### src/hw/tx_double_pkg.sv
package tx_double_pkg;

    // Register offsets (byte addresses)
    localparam logic [7:0] OFF_SINGLE_PLAIN    = 8'h34;
    localparam logic [7:0] OFF_DOUBLE_EXTENDED = 8'h38;
    localparam logic [7:0] OFF_DOUBLE_PLAIN    = 8'h3c;
    localparam logic [7:0] OFF_STATUS          = 8'h44;
    localparam logic [7:0] OFF_CONTROL         = 8'h48;

    // Extended double field positions
    localparam int SECOND_DATA_LSB = 16;
    localparam int FIRST_DATA_LSB  = 0;
    localparam int SECOND_FLAG_LSB = 27;
    localparam int FIRST_FLAG_LSB  = 11;
    localparam int EXT_DATA_W      = 9;
    localparam int FLAG_W          = 5;
    // Plain double field positions
    localparam int PLAIN_SECOND_LSB = 8;
    localparam int PLAIN_FIRST_LSB  = 0;
    localparam int PLAIN_DATA_W     = 8;

    // Control register bit positions
    localparam int CTL_TX_ON_BIT    = 0;
    localparam int CTL_FLOAT_BIT    = 1;
    localparam int CTL_RX_BLOCK_BIT = 2;
    localparam int CTL_RX_ON_BIT    = 3;

    localparam logic [8:0] DATA_RESET = 9'h000;
    localparam logic [3:0] CTL_RESET  = 4'h0;

    // Bit time in clock cycles for the shifter
    localparam int BIT_TIME_NS     = 1000;
    localparam int CLK_PERIOD_NS   = 10;
    localparam int BIT_CYCLES      = BIT_TIME_NS / CLK_PERIOD_NS;
    localparam int FRAME_BITS      = 11;

    // Per-frame action flags, bit order matches the register layout
    typedef struct packed {
        logic rx_enable_after;
        logic tx_disable_after;
        logic send_as_break;
        logic float_after;
        logic unblock_rx_after;
    } frame_flags_t;

    typedef struct packed {
        frame_flags_t flags;
        logic [8:0]   data;
    } tx_entry_t;

endpackage

### src/hw/tx_double_port.sv
// Local design decision: strobed register access.
`timescale 1ns/1ps
`default_nettype none
//Function
//- Double write enqueues low then high frame
//- Receive-enable flag turns receiver on after frame
//- Disable flag clears transmitter after frame
//- Break flag sends frame as break
//- Float flag floats output after frame
//- Unblock flag clears receiver block after frame
//- Fields write-only, reset zero
//- Enabled transmitter starts buffered frame promptly
//- Single 8-bit write clears ninth bit, flags
module tx_double_port #(
    parameter int DEPTH      = 4,
    parameter int BIT_CYCLES = tx_double_pkg::BIT_CYCLES
) (
    input  wire logic        clk,
    input  wire logic        rst_n,
    input  wire logic [7:0]  addr,
    input  wire logic [31:0] wdata,
    input  wire logic        wr_en,
    input  wire logic        rd_en,
    output logic [31:0]      rdata,
    output logic             tx_out,
    output logic             tx_out_en,
    output logic             transmitter_on,
    output logic             transmit_output_float,
    output logic             receiver_block,
    output logic             rx_enable
);
    localparam int AW = $clog2(DEPTH);
    typedef enum logic [1:0] {
        ST_IDLE  = 2'b00,
        ST_SHIFT = 2'b01,
        ST_DONE  = 2'b10
    } tx_state_t;

    tx_state_t                state_reg;
    tx_state_t                state_next;
    tx_double_pkg::tx_entry_t cur_reg;
    logic [15:0]              baud_reg;
    logic [3:0]               bit_reg;
    logic [10:0]              shift_reg;
    logic [31:0]              rdata_reg;
    logic                     tx_reg;
    logic                     on_reg;
    logic                     float_reg;
    logic                     block_reg;
    logic                     rxen_reg;
    logic                     en_reg;

    // Decoding
    wire wr_ext    = wr_en && (addr == tx_double_pkg::OFF_DOUBLE_EXTENDED);
    wire wr_plain  = wr_en && (addr == tx_double_pkg::OFF_DOUBLE_PLAIN);
    wire wr_single = wr_en && (addr == tx_double_pkg::OFF_SINGLE_PLAIN);
    wire wr_ctl    = wr_en && (addr == tx_double_pkg::OFF_CONTROL);
    wire rd_stat   = rd_en && (addr == tx_double_pkg::OFF_STATUS);
    wire rd_ctl    = rd_en && (addr == tx_double_pkg::OFF_CONTROL);

    function automatic tx_double_pkg::tx_entry_t ext_entry(input logic [31:0] w, input int dl, input int fl);
        tx_double_pkg::tx_entry_t e;
        e.data  = w[dl +: tx_double_pkg::EXT_DATA_W];
        e.flags = w[fl +: tx_double_pkg::FLAG_W];
        return e;
    endfunction

    function automatic tx_double_pkg::tx_entry_t plain_entry(input logic [31:0] w, input int dl);
        tx_double_pkg::tx_entry_t e;
        e.data  = {1'b0, w[dl +: tx_double_pkg::PLAIN_DATA_W]};
        e.flags = '0;
        return e;
    endfunction

    tx_double_pkg::tx_entry_t entry_a;
    tx_double_pkg::tx_entry_t entry_b;
    tx_double_pkg::tx_entry_t head;
    logic                     not_empty;
    logic [AW:0]              level;

    // Frame order: first field into slot a, second into slot b
    assign entry_a = wr_ext   ? ext_entry(wdata, tx_double_pkg::FIRST_DATA_LSB, tx_double_pkg::FIRST_FLAG_LSB)
                   : wr_plain ? plain_entry(wdata, tx_double_pkg::PLAIN_FIRST_LSB)
                   : plain_entry(wdata, tx_double_pkg::PLAIN_FIRST_LSB);
    assign entry_b = wr_ext ? ext_entry(wdata, tx_double_pkg::SECOND_DATA_LSB, tx_double_pkg::SECOND_FLAG_LSB)
                   : plain_entry(wdata, tx_double_pkg::PLAIN_SECOND_LSB);

    // Room check would be software's job; frames beyond the free slots are dropped
    wire [AW:0] free   = (AW+1)'(DEPTH) - level;
    wire        push_a = (wr_ext || wr_plain || wr_single) && (free != '0);
    wire        push_b = (wr_ext || wr_plain) && (free > (AW+1)'(1));

    wire start = (state_reg == ST_IDLE) && not_empty && on_reg;
    wire bit_end  = (baud_reg == 16'(BIT_CYCLES - 1));
    wire last_bit = bit_end && (bit_reg == 4'(tx_double_pkg::FRAME_BITS - 1));

    tx_entry_fifo #(
        .DEPTH (DEPTH),
        .AW    (AW)
    ) u_fifo (
        .clk       (clk),
        .rst_n     (rst_n),
        .push_a    (push_a),
        .entry_a   (entry_a),
        .push_b    (push_b),
        .entry_b   (entry_b),
        .pop       (start),
        .head      (head),
        .not_empty (not_empty),
        .level     (level)
    );

    always_comb
    begin
        state_next = state_reg;
        case (state_reg)
            ST_IDLE:  if (start) state_next = ST_SHIFT;
            ST_SHIFT: if (last_bit) state_next = ST_DONE;
            ST_DONE:  state_next = ST_IDLE;
            default:  state_next = ST_IDLE;
        endcase
    end

    // Break frame drives the line low through stop bit
    wire [10:0] frame_bits = head.flags.send_as_break ? 11'h000
                           : {1'b1, head.data, 1'b0};
    wire        done = (state_reg == ST_DONE);
    wire [31:0] status_word = {{(31-AW-1){1'b0}}, level, state_reg != ST_IDLE};
    wire [31:0] ctl_word = {28'h0000000, rxen_reg, block_reg, float_reg, on_reg};
    wire [31:0] rdata_next = rd_stat ? status_word : rd_ctl ? ctl_word : 32'h00000000;

    // Start bit on launch, then whatever sits behind the shifter
    wire tx_next = (state_next != ST_SHIFT) ? 1'b1
                 : start   ? frame_bits[0]
                 : bit_end ? shift_reg[1]
                 : shift_reg[0];

    always_ff @(posedge clk)
    begin
        if (!rst_n)
        begin
            state_reg <= ST_IDLE;
            cur_reg   <= '0;
            baud_reg  <= '0;
            bit_reg   <= '0;
            shift_reg <= 11'h7ff;
        end
        else
        begin
            state_reg <= state_next;
            if (start)
            begin
                cur_reg   <= head;
                shift_reg <= frame_bits;
                baud_reg  <= '0;
                bit_reg   <= '0;
            end
            else if (state_reg == ST_SHIFT)
            begin
                baud_reg <= bit_end ? 16'h0000 : baud_reg + 16'h0001;
                if (bit_end)
                begin
                    bit_reg   <= bit_reg + 4'h1;
                    shift_reg <= {1'b1, shift_reg[10:1]};
                end
            end
        end
    end

    always_ff @(posedge clk)
    begin
        if (!rst_n)
        begin
            tx_reg    <= 1'b1;
            rdata_reg <= '0;
        end
        else
        begin
            tx_reg    <= tx_next;
            rdata_reg <= rdata_next;
        end
    end

    // After-frame actions; software write loses to same-cycle frame action
    wire on_next    = (done && cur_reg.flags.tx_disable_after) ? 1'b0
                    : wr_ctl ? wdata[tx_double_pkg::CTL_TX_ON_BIT] : on_reg;
    wire float_next = (done && cur_reg.flags.float_after) ? 1'b1
                    : wr_ctl ? wdata[tx_double_pkg::CTL_FLOAT_BIT] : float_reg;
    wire block_next = (done && cur_reg.flags.unblock_rx_after) ? 1'b0
                    : wr_ctl ? wdata[tx_double_pkg::CTL_RX_BLOCK_BIT] : block_reg;
    wire rxen_next  = (done && cur_reg.flags.rx_enable_after) ? 1'b1
                    : wr_ctl ? wdata[tx_double_pkg::CTL_RX_ON_BIT] : rxen_reg;

    // Enable built from next levels so the registered pin never lags the controls
    always_ff @(posedge clk)
    begin
        if (!rst_n)
        begin
            on_reg    <= tx_double_pkg::CTL_RESET[tx_double_pkg::CTL_TX_ON_BIT];
            float_reg <= tx_double_pkg::CTL_RESET[tx_double_pkg::CTL_FLOAT_BIT];
            block_reg <= tx_double_pkg::CTL_RESET[tx_double_pkg::CTL_RX_BLOCK_BIT];
            rxen_reg  <= tx_double_pkg::CTL_RESET[tx_double_pkg::CTL_RX_ON_BIT];
            en_reg    <= tx_double_pkg::CTL_RESET[tx_double_pkg::CTL_TX_ON_BIT]
                         && !tx_double_pkg::CTL_RESET[tx_double_pkg::CTL_FLOAT_BIT];
        end
        else
        begin
            on_reg    <= on_next;
            float_reg <= float_next;
            block_reg <= block_next;
            rxen_reg  <= rxen_next;
            en_reg    <= on_next && !float_next;
        end
    end

    // Line released when transmitter off or floated
    assign tx_out                = tx_reg;
    assign tx_out_en             = en_reg;
    assign transmitter_on        = on_reg;
    assign transmit_output_float = float_reg;
    assign receiver_block        = block_reg;
    assign rx_enable             = rxen_reg;
    assign rdata                 = rdata_reg;
endmodule
`default_nettype wire

### src/hw/tx_entry_fifo.sv
`timescale 1ns/1ps
`default_nettype none
module tx_entry_fifo #(
    parameter int DEPTH = 4,
    parameter int AW    = 2
) (
    input  wire logic                  clk,
    input  wire logic                  rst_n,
    input  wire logic                  push_a,
    input  wire tx_double_pkg::tx_entry_t entry_a,
    input  wire logic                  push_b,
    input  wire tx_double_pkg::tx_entry_t entry_b,
    input  wire logic                  pop,
    output tx_double_pkg::tx_entry_t   head,
    output logic                       not_empty,
    output logic [AW:0]                level
);
    tx_double_pkg::tx_entry_t mem [DEPTH];
    logic [AW-1:0] wr_reg;
    logic [AW-1:0] rd_reg;
    logic [AW:0]   cnt_reg;
    wire  [AW:0]   n_in  = {{AW{1'b0}}, push_a} + {{AW{1'b0}}, push_b};
    wire  [AW:0]   n_out = {{AW{1'b0}}, pop & (cnt_reg != '0)};
    wire  [AW-1:0] wr_plus1 = wr_reg + 1'b1;

    assign head      = mem[rd_reg];
    assign not_empty = (cnt_reg != '0);
    assign level     = cnt_reg;

    // Entry a always lands before entry b, preserving frame order
    always_ff @(posedge clk)
    begin
        if (push_a)
            mem[wr_reg] <= entry_a;
        if (push_b)
            mem[push_a ? wr_plus1 : wr_reg] <= entry_b;
    end

    always_ff @(posedge clk)
    begin
        if (!rst_n)
        begin
            wr_reg  <= '0;
            rd_reg  <= '0;
            cnt_reg <= '0;
        end
        else
        begin
            wr_reg  <= wr_reg + n_in[AW-1:0];
            rd_reg  <= rd_reg + n_out[AW-1:0];
            cnt_reg <= cnt_reg + n_in - n_out;
        end
    end
endmodule
`default_nettype wire

### config.mk
export PLATFORM = sky130hd
export DESIGN_NAME = tx_double_port
export DESIGN_NICKNAME = d
export VERILOG_FILES = /design/src/hw/tx_double_pkg.sv /design/src/hw/tx_double_port.sv /design/src/hw/tx_entry_fifo.sv
export SDC_FILE = /design/constraint.sdc
export NUM_CORES = 1
export LEC_CHECK = 0
export BUFFER_PORTS_ARGS = -buffer_cell sky130_fd_sc_hd__buf_2
export CORE_MARGIN = 2
export CORE_UTILIZATION = 45
export DETAILED_ROUTE_END_ITERATION = 10
export PLACE_DENSITY = 0.63
export SLEW_MARGIN = 20
export SYNTH_ARGS = -nofsm -noshare
export SYNTH_HDL_FRONTEND = slang
export SYNTH_SLANG_ARGS = --single-unit
### constraint.sdc
create_clock -name clk -period 3.7 [get_ports clk]
set_clock_uncertainty 0.15 [all_clocks]
set_input_delay 0.555 -clock clk [delete_from_list [all_inputs] [get_ports clk]]
set_output_delay 0.555 -clock clk [all_outputs]
set_load 0.01 [all_outputs]
* Word level (Yosys, flattened, before mapping)
Memories as Yosys holds them, arrays and structs flattened. A register that Yosys moved wholly into a read port is not among the register bits.
Cells that the tools add are included.
** Storage, ports and cells
- Register bits after elaboration :: 82
- RAM bits :: 56
- Bits of input ports :: 44
- Logic and storage cells :: 100
- Memories kept :: 1
** Memories
- u_fifo.mem :: words 4, width 14, rd ports 1, clocked after Yosys merged registers in 1, write ports 2, RTL line tx_entry_fifo.sv:18 : tx_double_pkg::tx_entry_t mem [DEPTH];
** Operators by class
- Add/sub/neg operators :: 9
- Order comparisons :: 1
- Eq/ne operators :: 10
- Multiplexer cells :: 26
- Bitwise gates (word level) :: 2
- Reduce and logical (&&, ||, !) cells :: 32
** Operator list (number)
- two-way mux 11 bit :: 4
- two-way mux 14 bit :: 2
- == test 8 x 6 -> 1 bit (second input constant) :: 3
- adder 16 x 1 -> 16 bit (second input constant) :: 1
- == test 16 x 7 -> 1 bit (second input constant) :: 1
- == test 8 x 7 -> 1 bit (second input constant) :: 2
- logical AND 1 bit :: 16
- two-way mux 16 bit :: 1
- two-way mux 1 bit :: 12
- two-way mux 2 bit :: 4
- two-way mux 4 bit :: 2
- nonzero test 2 bit :: 4
- OR reduction 2 bit :: 4
- nonzero test 3 bit :: 2
- adder 4 x 1 -> 4 bit (second input constant) :: 1
- == test 4 bit (second input constant) :: 1
- case mux 2 bit (2 select lines) :: 1
- AND reduction 2 bit :: 2
- adder 3 bit :: 1
- > comparator 3 x 1 -> 1 bit (second input constant) :: 1
- subtractor 3 x 1 -> 3 bit :: 1
- subtractor 3 bit (first input constant) :: 1
- adder 1 x 1 -> 2 bit :: 1
- adder 2 x 1 -> 2 bit :: 1
- 10 further kinds :: 11

* Logic depth before layout (Yosys ltp)
Gate-level depths: netlist (run 1).
- Depth in word-level cells :: 8
- Mapped depth :: 14
- Gate-level depth less buffers :: 14

* Cells and area by module
A second synthesis (run 1) with hierarchy kept.
** Unflattened totals
- Cell total of the unflattened synthesis :: 533
- Area total of the unflattened synthesis :: 6182.2 um^2
** By module, submodules not included
- tx_entry_fifo :: instances 1, cells each 192, area an instance 3379.5 um^2
- tx_double_port :: instances 1, cells each 341, area an instance 2802.7 um^2

* Least setup slack after synthesis (run 1)
Ideal clock, no wire load.
- Path kind :: flip-flop to flip-flop
- From :: register u_fifo.cnt_reg[0] (netlist: u_fifo.level[0])
- To :: register u_fifo.cnt_reg[2] (netlist: u_fifo.level[2])
- Setup time :: 128 ps
- Arrival time :: 2737 ps
- Required time :: 3422 ps
- Path slack :: 686 ps
- Cell stages (with the launch flop) :: 14
- Buffers on the path :: 1
- Period minus slack after synthesis :: 3014 ps
- Cell sequence :: dfxtp_1 inv_1 ha_1 ha_1 or4b_2 inv_1 buf_4 ha_1 inv_1 ha_1 fa_1 xnor2_1 xnor2_1 nor2_1
** Between the ends
- Longest elaborated chain between the ends :: 6
** RTL lines
- start, declared :: RTL line tx_entry_fifo.sv:21 : logic [AW:0] cnt_reg;
- start signal, assigned :: RTL line tx_entry_fifo.sv:51 : cnt_reg <= cnt_reg + n_in - n_out;
- subtractor 3 bit :: RTL line tx_double_port.sv:89 : wire [AW:0] free = (AW+1)'(DEPTH) - level;
- > comparator 3 x 1 -> 1 bit or nonzero test 3 bit (tied branches) :: RTL line tx_double_port.sv:91, tx_double_port.sv:90
- logical AND 1 bit (on tied branches) :: RTL line tx_double_port.sv:91, tx_double_port.sv:90
- adder 1 x 1 -> 2 bit :: RTL line tx_entry_fifo.sv:22 : wire [AW:0] n_in = {{AW{1'b0}}, push_a} + {{AW{1'b0}}, push_b};
- adder 3 bit :: RTL line tx_entry_fifo.sv:51
- subtractor 3 x 1 -> 3 bit * :: RTL line tx_entry_fifo.sv:51
Mark *: on every way between the ends. The rest lies on a longest branch, timed or not.
A chain may end at the register's enable or synchronous reset.

* Final worst setup path (run 1)
Ends and elaborated chain as after synthesis.

==> results.json, run 1 <==
{
  "dr.first_iter.drc_count": 287,
  "setup_viol": 0,
  "grt_pass1_vias": 4368,
  "p_clk_frac": 0.410,
  "antenna_found_initial": 0,
  "crit_fanout": 9,
  "cts-htree-levels": 3,
  "min_period_ns": 3.17,
  "grtUsageMet3": 0.0465,
  "path_class": "register to register",
  "arrival_ns": 3.25,
  "start_kind": "register",
  "synth-seq-area-share": 0.462,
  "drc_errors": 0,
  "cp_cell_sequence": "inv_1 > ha_1 > ha_1 > o21bai_1 > buf_4 > nor2_1 > ha_1 > inv_1 > ha_1 > inv_1 > fa_1 > xnor2_1 > xnor2_1 > nor2_1",
  "core_area_um2": 13100,
  "area_growth_pct": 10.6,
  "synth_top_flop_cell": "edfxtp_1",
  "rows": 42,
  "nets": 669,
  "yosysWarnings": 0,
  "clock-sinks": 110,
  "drtAntennaViolNets": 0,
  "grt_pass1_wl_um": 22300,
  "drt-total-wl_um": 13800,
  "period_share": 0.857,
  "die_w_um": 119,
  "fillers": 1197,
  "vias": 4449,
  "relSlewSlack": 0.420,
  "cts.path.max_buffers": 2,
  "finalPower_mw": 2.36,
  "gp_congestion": 0.801,
  "port_buffers": 51,
  "syn_area_um2": 5980,
  "syn_avg_cell_area_um2": 10.7,
  "combPwrFrac": 0.051,
  "cap_violations": 0,
  "status": "finished, final reports clean",
  "clk_pin_slew_ns": 0.08,
  "synth_edf_count": 56,
  "design.portCount": 82,
  "async_reset_ff_frac": 0,
  "cts_setup_buffers": 0,
  "hp-class": "register to register",
  "crit_top_cell": "ha_1",
  "max_clock_freq_mhz": 315,
  "use_met2": 0.361,
  "synth_cells": 561,
  "wire_per_inst_um": 17.5,
  "drt_pass1_iterations": 5,
  "cts_made_buffers": 9,
  "synth_cell_types": 60,
  "dieHeight_um": 119,
  "largest_register_ffs": 56,
  "p_leak_nw": 2.37,
  "slowest_delay_ns": 0.43,
  "routed_via_density": 5.65,
  "busiest_layer": "met2",
  "design_area_um2": 6610,
  "antenna_cells": 0,
  "powerDensity_nw_per_um2": 357,
  "rsz0062_at_grt": "no",
  "dieArea_um2": 14200,
  "drv_slew": 0,
  "seq_power_share": 0.539,
  "hold_buffers": 0,
  "critPathTopFamily": "adder cells",
  "ctsResizeCount": 0,
  "p_int_mw": 1.80,
  "grtUsageTotal": 0.201,
  "ir_worst_vdd_mv": 0.256,
  "cp_num_buf_inv": 4,
  "hold_viol_final": 0,
  "required_ns": 3.78,
  "netSwitchingFraction": 0.240,
  "worst_pin_slew_ns": 0.869,
  "grt_max_degree": 25,
  "gr-usage-met1": 0.238,
  "cts_tree": "built",
  "synth_seq_cells": 110,
  "cts-root-buf": "clkbuf_16",
  "dp.final_hpwl_um": 9520,
  "cp_slowest_cell": "fa_1",
  "grt_overflow": 0,
  "start_util": 0.457,
  "endpoint_kind": "register",
  "post_dp_cell_area_um2": 6320,
  "worst_skew_pair.late_latency_ns": 0.36,
  "setup_tns_ns": 0,
  "drive_gt1_frac": 0.242,
  "netSwitchingPower_mw": 0.567
}
==> path summary, 6_finish.rpt <==
| check | start | endpoint | slack, ns | depth (start not counted) |
|---|---|---|---|---|
| max | u_fifo.level[0] | u_fifo.level[2] | 0.53 | 14 |
| min | cur_reg[9] | receiver_block | 0.30 | 1 |
| max reg2reg | u_fifo.level[0] | u_fifo.level[2] | 0.53 | 14 |
| min reg2reg | cur_reg[9] | receiver_block | 0.30 | 1 |
==> layout by cell type, fill, tap and decap left out, drive strengths merged, types with 8 or more instances in the layout <==
master | synthesis | final
nor3 | 14 | 14
nand2 | 32 | 32
xnor2 | 8 | 8
nand3 | 34 | 34
mux2i | 10 | 10
inv | 16 | 20
ha | 17 | 17
a21oi | 54 | 54
nor2 | 26 | 26
edfxtp | 56 | 56
o21ai | 30 | 30
clkbuf | 13 | 9
mux2 | 45 | 45
conb | 1 | 28
buf | 43 | 64
nand4 | 9 | 9
dfxtp | 54 | 54
or3 | 10 | 10
mux4 | 13 | 13
==> power by group through the flow <==
stage	Sequential [mW]	Combinational (mW)	Clock (mW)
CTS	1.27	0.118	0.989
detailed placement	1.30	0.118	0
global route	1.27	0.131	1.04
finish	1.27	0.120	0.969
floorplan	1.30	0.0899	0
global placement	1.30	0.114	0
==> cells in the mapped netlist (all sizes together), types with 4 or more instances <==
cell type,count,area [µm²]
mux4,13,293
or4,4,33.8
nor3,14,81.3
a211oi,6,45.0
ha,17,213
clkbuf,13,48.8
nand4,9,56.3
and2,7,43.8
o21ai,30,150
edfxtp,56,1680
nand3,34,170
a22o,4,35.0
mux2i,10,116
nor2,26,97.6
a21oi,54,270
dfxtp,54,1080
xor2,7,61.3
inv,16,60.1
nand2,32,123
mux2,45,510
buf,43,284
or3,10,62.6
xnor2,8,70.1
nor2b,4,25.0
==> layer usage <==
| metal | share of wire | wire, µm |
|---|---|---|
| met4 | 0.016 | 223 |
| met1 | 0.42 | 5740 |
| met2 | 0.51 | 7050 |
| met5 | 0 | 0 |
| met3 | 0.056 | 770 |
==> cells by family (layout without fill, tap and decap cells) <==
| group | after synthesis | after routing | synth area share |
|---|---|---|---|
| adder cells (fa/ha/maj) | 18 | 18 | 0.0389 |
| AO/OA/AOI/OAI | 114 | 114 | 0.111 |
| AND/OR/NAND/NOR | 163 | 163 | 0.146 |
| flip-flops | 110 | 110 | 0.462 |
| multiplexers | 68 | 68 | 0.154 |
| XOR/XNOR | 15 | 15 | 0.0220 |
| other | 1 | 28 | 0.000627 |
| buffers and inverters | 72 | 96 | 0.0657 |
==> per-stage QoR <==
stage | util | worst slack (ns) | hold slack [ns] | std cells
after floorplan | - | 0.686 | 0.266 | 588
after global placement | 0.483 | 0.596 | 0.277 | 772
after detailed placement | 0.483 | 0.515 | 0.282 | 772
after CTS | 0.505 | 0.495 | 0.293 | 788
after global routing | 0.505 | 0.253 | 0.320 | 788
final | 0.505 | 0.529 | 0.296 | 788
==> cell type report <==
| class | count | area, µm² | share of cell area |
|---|---|---|---|
| clock inverters | 7 | 68.8 | 0.0104 |
| inverters | 16 | 60.1 | 0.00908 |
| multi-input cells | 406 | 2920 | 0.442 |
| repair buffers | 64 | 353 | 0.0533 |
| flip-flops and latches | 110 | 2760 | 0.418 |
| well taps | 176 | 220 | 0.0333 |
| clock buffers | 9 | 225 | 0.0341 |
Power figures use the tool's default switching activity.
==> inputs of run 2 (changes only) <==
- CELL_PAD_IN_SITES_DETAIL_PLACEMENT: unset -> 1
- CELL_PAD_IN_SITES_GLOBAL_PLACEMENT: unset -> 1
- CORE_UTILIZATION: 45 -> 41
- PLACE_DENSITY: 0.63 -> 0.74
- clock period: 3.7 -> 2.7 ns (I/O delays scaled with it)
==> results.json, run 2 (synthesized netlist as in run 1, its figures left out) <==
{
  "r2r_cells": 12,
  "dieArea_um2": 15600,
  "mostFrequentLayoutCells": "edfxtp_1 (56), a21oi_1 (54), dfxtp_1 (52), buf_2 (51), mux2_2 (43)",
  "hold_depth": 2,
  "area_growth_pct": 16.9,
  "max_clock_freq_mhz": 383,
  "powerDensity_nw_per_um2": 468,
  "setup_tns_ns": 0,
  "ir_worst_vdd_mv": 0.277,
  "die_w_um": 125,
  "start_util": 0.416,
  "worst_skew_pair.late_latency_ns": 0.37,
  "gp_congestion": 0.865,
  "mostFrequentLayoutCell": "edfxtp_1",
  "top_layer": "met4",
  "crit_top_cell": "ha_4",
  "required_ns": 2.80,
  "p_leak_nw": 2.53,
  "path_class": "register to register",
  "post_dp_cell_area_um2": 6600,
  "drc_errors": 0,
  "met2_length_um": 8420,
  "grtUsageTotal": 0.208,
  "antenna_cells": 0,
  "grt_pass1_wl_um": 25600,
  "routed_via_density": 5.56,
  "clock-sinks": 110,
  "drive_gt1_frac": 0.305,
  "grt_max_degree": 33,
  "period_share": 0.966,
  "finalNonFillerCells": 824,
  "layout_setup_ws_ns": 0.0907,
  "crit_cells": 12,
  "hold_buffers": 0,
  "placedCellCount": 802,
  "grt_pass1_vias": 4750,
  "rows": 44,
  "dr.first_iter.drc_count": 227,
  "nets": 697,
  "status": "finished, final reports clean",
  "setup_viol": 0,
  "dr_wl_met3_um": 613,
  "endpoint_kind": "register",
  "relSlewSlack": 0.525,
  "core_area_um2": 14400,
  "slowest_delay_ns": 0.51,
  "wire_per_inst_um": 19.6,
  "worst_hold_slack_ns": 0.234,
  "cp_num_buf_inv": 3,
  "cap_violations": 0,
  "rsz0062_at_grt": "yes",
  "met1_length_um": 6860,
  "drt-total-wl_um": 16100,
  "hold_viol_final": 0,
  "hp-class": "input pin to register",
  "port_buffers": 51,
  "cp_slowest_cell": "or4b_4",
  "largest_register_ffs": 56,
  "arrival_ns": 2.71,
  "crit_fanout": 2,
  "cts-root-buf": "clkbuf_16",
  "drt_pass1_iterations": 4,
  "dieHeight_um": 125,
  "worst_pin_slew_ns": 0.711,
  "cts.path.max_buffers": 2,
  "dp.final_hpwl_um": 11400,
  "cts_made_buffers": 9,
  "drv_slew": 0,
  "vias": 4585,
  "cp_cell_sequence": "inv_2 > ha_4 > ha_4 > or4b_4 > inv_4 > ha_4 > inv_2 > ha_4 > fa_2 > xnor2_2 > xnor2_1 > nor2_1",
  "preCtsSetupSlack_ns": -0.0442,
  "start_kind": "register",
  "finalPower_mw": 3.27,
  "antenna_found_initial": 0,
  "grt_overflow": 0,
  "min_period_ns": 2.61,
  "drtAntennaViolNets": 0,
  "critPathTopFamily": "adder cells",
  "design_area_um2": 6990,
  "post-route-util": 0.486,
  "clk_pin_slew_ns": 0.09,
  "design.portCount": 82,
  "cts-htree-levels": 3,
  "cts_tree": "built"
}
-- run 2: worst paths after layout --
| kind | slack [ns] | end | from |
|---|---|---|---|
| max | 0.09 | u_fifo.level[2] | u_fifo.level[0] |
| min | 0.23 | u_fifo.mem[2][6] | wdata[6] |
| max reg2reg | 0.09 | u_fifo.level[2] | u_fifo.level[0] |
| min reg2reg | 0.31 | receiver_block | cur_reg[9] |
-- run 2: final cells by class --
class	count	area, µm²
inverters	16	65.1
fillers	1585	7380
clock buffers	9	225
multi-input cells	406	3050
flip-flops and latches	110	2770
repair buffers	92	588
clock inverters	7	68.8
well taps	184	230
-- run 2: power by group --
group	switching (mW)	internal, mW	leakage, nW
registers	0.000497	1.75	0.946
clock network	0.684	0.657	0.146
logic	0.112	0.0721	1.44
-- run 2: what timing repair did --
action | in CTS | in global routing
setup endpoints to repair | 9 | 12
setup buffers | 4 | 2
pin swaps | 1 | 5
gates resized for setup | 3 | 7
-- run 2: routing by layer --
layer / track usage / vias up
met4: 0.0463 / 0
met5: 0 / -
li1: - / 2169
met3: 0.0382 / 15
met2: 0.373 / 113
met1: 0.260 / 2288
==> inputs of run 3 (changes only) <==
- CORE_ASPECT_RATIO: unset -> 0.5
==> results.json, run 3 (synthesized netlist as in run 1, its figures left out) <==
{
  "status": "finished, final reports clean",
  "cts_tree": "built",
  "drt_pass1_iterations": 4,
  "finalNonFillerCells": 834,
  "worst_skew_pair.late_latency_ns": 0.36,
  "setup_viol": 0,
  "drtAntennaViolNets": 0,
  "arrival_ns": 2.71,
  "nets": 693,
  "cts.path.max_buffers": 2,
  "hold_viol_final": 0,
  "clk_pin_slew_ns": 0.08,
  "dieArea_um2": 15600,
  "antenna_cells": 0,
  "wire_per_inst_um": 19.9,
  "placedCellCount": 816,
  "path_class": "register to register",
  "worst_pin_slew_ns": 0.678,
  "hp-class": "input pin to register",
  "port_buffers": 51,
  "grt_overflow": 0,
  "largest_register_ffs": 56,
  "start_kind": "register",
  "max_clock_freq_mhz": 378,
  "gp_congestion": 0.788,
  "cap_violations": 0,
  "drv_slew": 0,
  "antenna_found_initial": 0,
  "fillers": 1612,
  "cts-htree-levels": 3,
  "area_growth_pct": 16.6,
  "relSlewSlack": 0.547,
  "period_share": 0.980,
  "grt_max_degree": 33,
  "drt-total-wl_um": 16600,
  "rsz0062_at_grt": "yes",
  "routed_via_density": 5.59,
  "min_period_ns": 2.65,
  "cts-root-buf": "clkbuf_16",
  "p_leak_nw": 2.50,
  "core_area_um2": 14400,
  "vias": 4660,
  "dieHeight_um": 89.4,
  "cts_made_buffers": 9,
  "worst_hold_slack_ns": 0.244,
  "ff2ff_setup_slack_ns": 0.05,
  "die_w_um": 175,
  "endpoint_kind": "register",
  "drive_gt1_frac": 0.297,
  "design.portCount": 82,
  "dr.first_iter.drc_count": 314,
  "drc_errors": 0,
  "required_ns": 2.76,
  "ir_worst_vdd_mv": 0.294,
  "hold_buffers": 0,
  "grt_pass1_wl_um": 25800,
  "mostFrequentLayoutCell": "edfxtp_1",
  "dp.final_hpwl_um": 11600,
  "powerDensity_nw_per_um2": 465,
  "clock-sinks": 110,
  "mostFrequentLayoutCells": "edfxtp_1 (56), a21oi_1 (54), dfxtp_1 (52), buf_2 (51), mux2_2 (44)",
  "rows": 31,
  "finalPower_mw": 3.24,
  "start_util": 0.417,
  "grt_pass1_vias": 4650,
  "crit_fanout": 2,
  "grtUsageTotal": 0.218
}
## run 3: cell types whose count changed in the layout (fill, tap and decap cells not counted), sizes merged
| cell | delta |
|---|---|
| clkinv | -1 |
| clkbuf | +1 |
| buf | -4 |
## run 3: metal layers
layer | global-route usage | wire (µm)
met5 | 0 | 0
met4 | 0.0652 | 221
met3 | 0.0412 | 845
met2 | 0.384 | 8200
met1 | 0.280 | 7310
## run 3: final timing paths
kind | startpoint | endpoint | depth (start not counted)
setup / recovery | u_fifo.level[1] | u_fifo.level[2] | 12
setup reg to reg | u_fifo.level[1] | u_fifo.level[2] | 12
hold / removal | wdata[5] | u_fifo.mem[2][5] | 2
hold reg to reg | cur_reg[9] | receiver_block | 1
## run 3: worst max-delay path: stages (launching register included)
cell and delay (ns):
dfxtp_2 0.33, inv_1 0.08, ha_4 0.18, ha_4 0.15, or4b_4 0.51, inv_4 0.10, ha_4 0.13, inv_2 0.04
ha_4 0.15, fa_2 0.37, xnor2_2 0.14, xnor2_1 0.13, nor2_1 0.05
## run 3: final cells by class
type | instances | area (µm²) | area share
inverter | 16 | 62.6 | 0.00897
clock inverter | 6 | 52.6 | 0.00754
timing repair buffer | 88 | 571 | 0.0818
tap | 198 | 248 | 0.0355
clock buffer | 10 | 229 | 0.0328
sequential | 110 | 2770 | 0.397
multi-input combinational | 406 | 3050 | 0.437
## run 3: where the power goes
group          total, mW  leakage [nW]  internal [mW]  switching (mW)
logic              0.187          1.42         0.0725           0.115
registers           1.75         0.946           1.75        0.000544
clock network       1.31         0.139          0.648           0.658
total               3.24          2.50           2.47           0.773
## run 3: stage by stage
step                      instance area, µm²  worst slack [ns]  utilization  setup TNS [ns]
after floorplan                         6170           -0.0389            -         -0.0389
after global placement                  6630            0.0281        0.462               0
after detailed placement                6630           -0.0733        0.462          -0.482
after CTS                               6940            0.0145        0.484               0
after global routing                    6970           -0.0447        0.486         -0.0447
final                                   6970            0.0540        0.486               0
## run 3: what timing repair did
item | CTS | global route
buffers inserted | 1 | 1
pin swaps | 3 | 4
hold endpoints to repair | 0 | 0
endpoints found under the setup margin | 13 | 10
resized for setup | 3 | 5
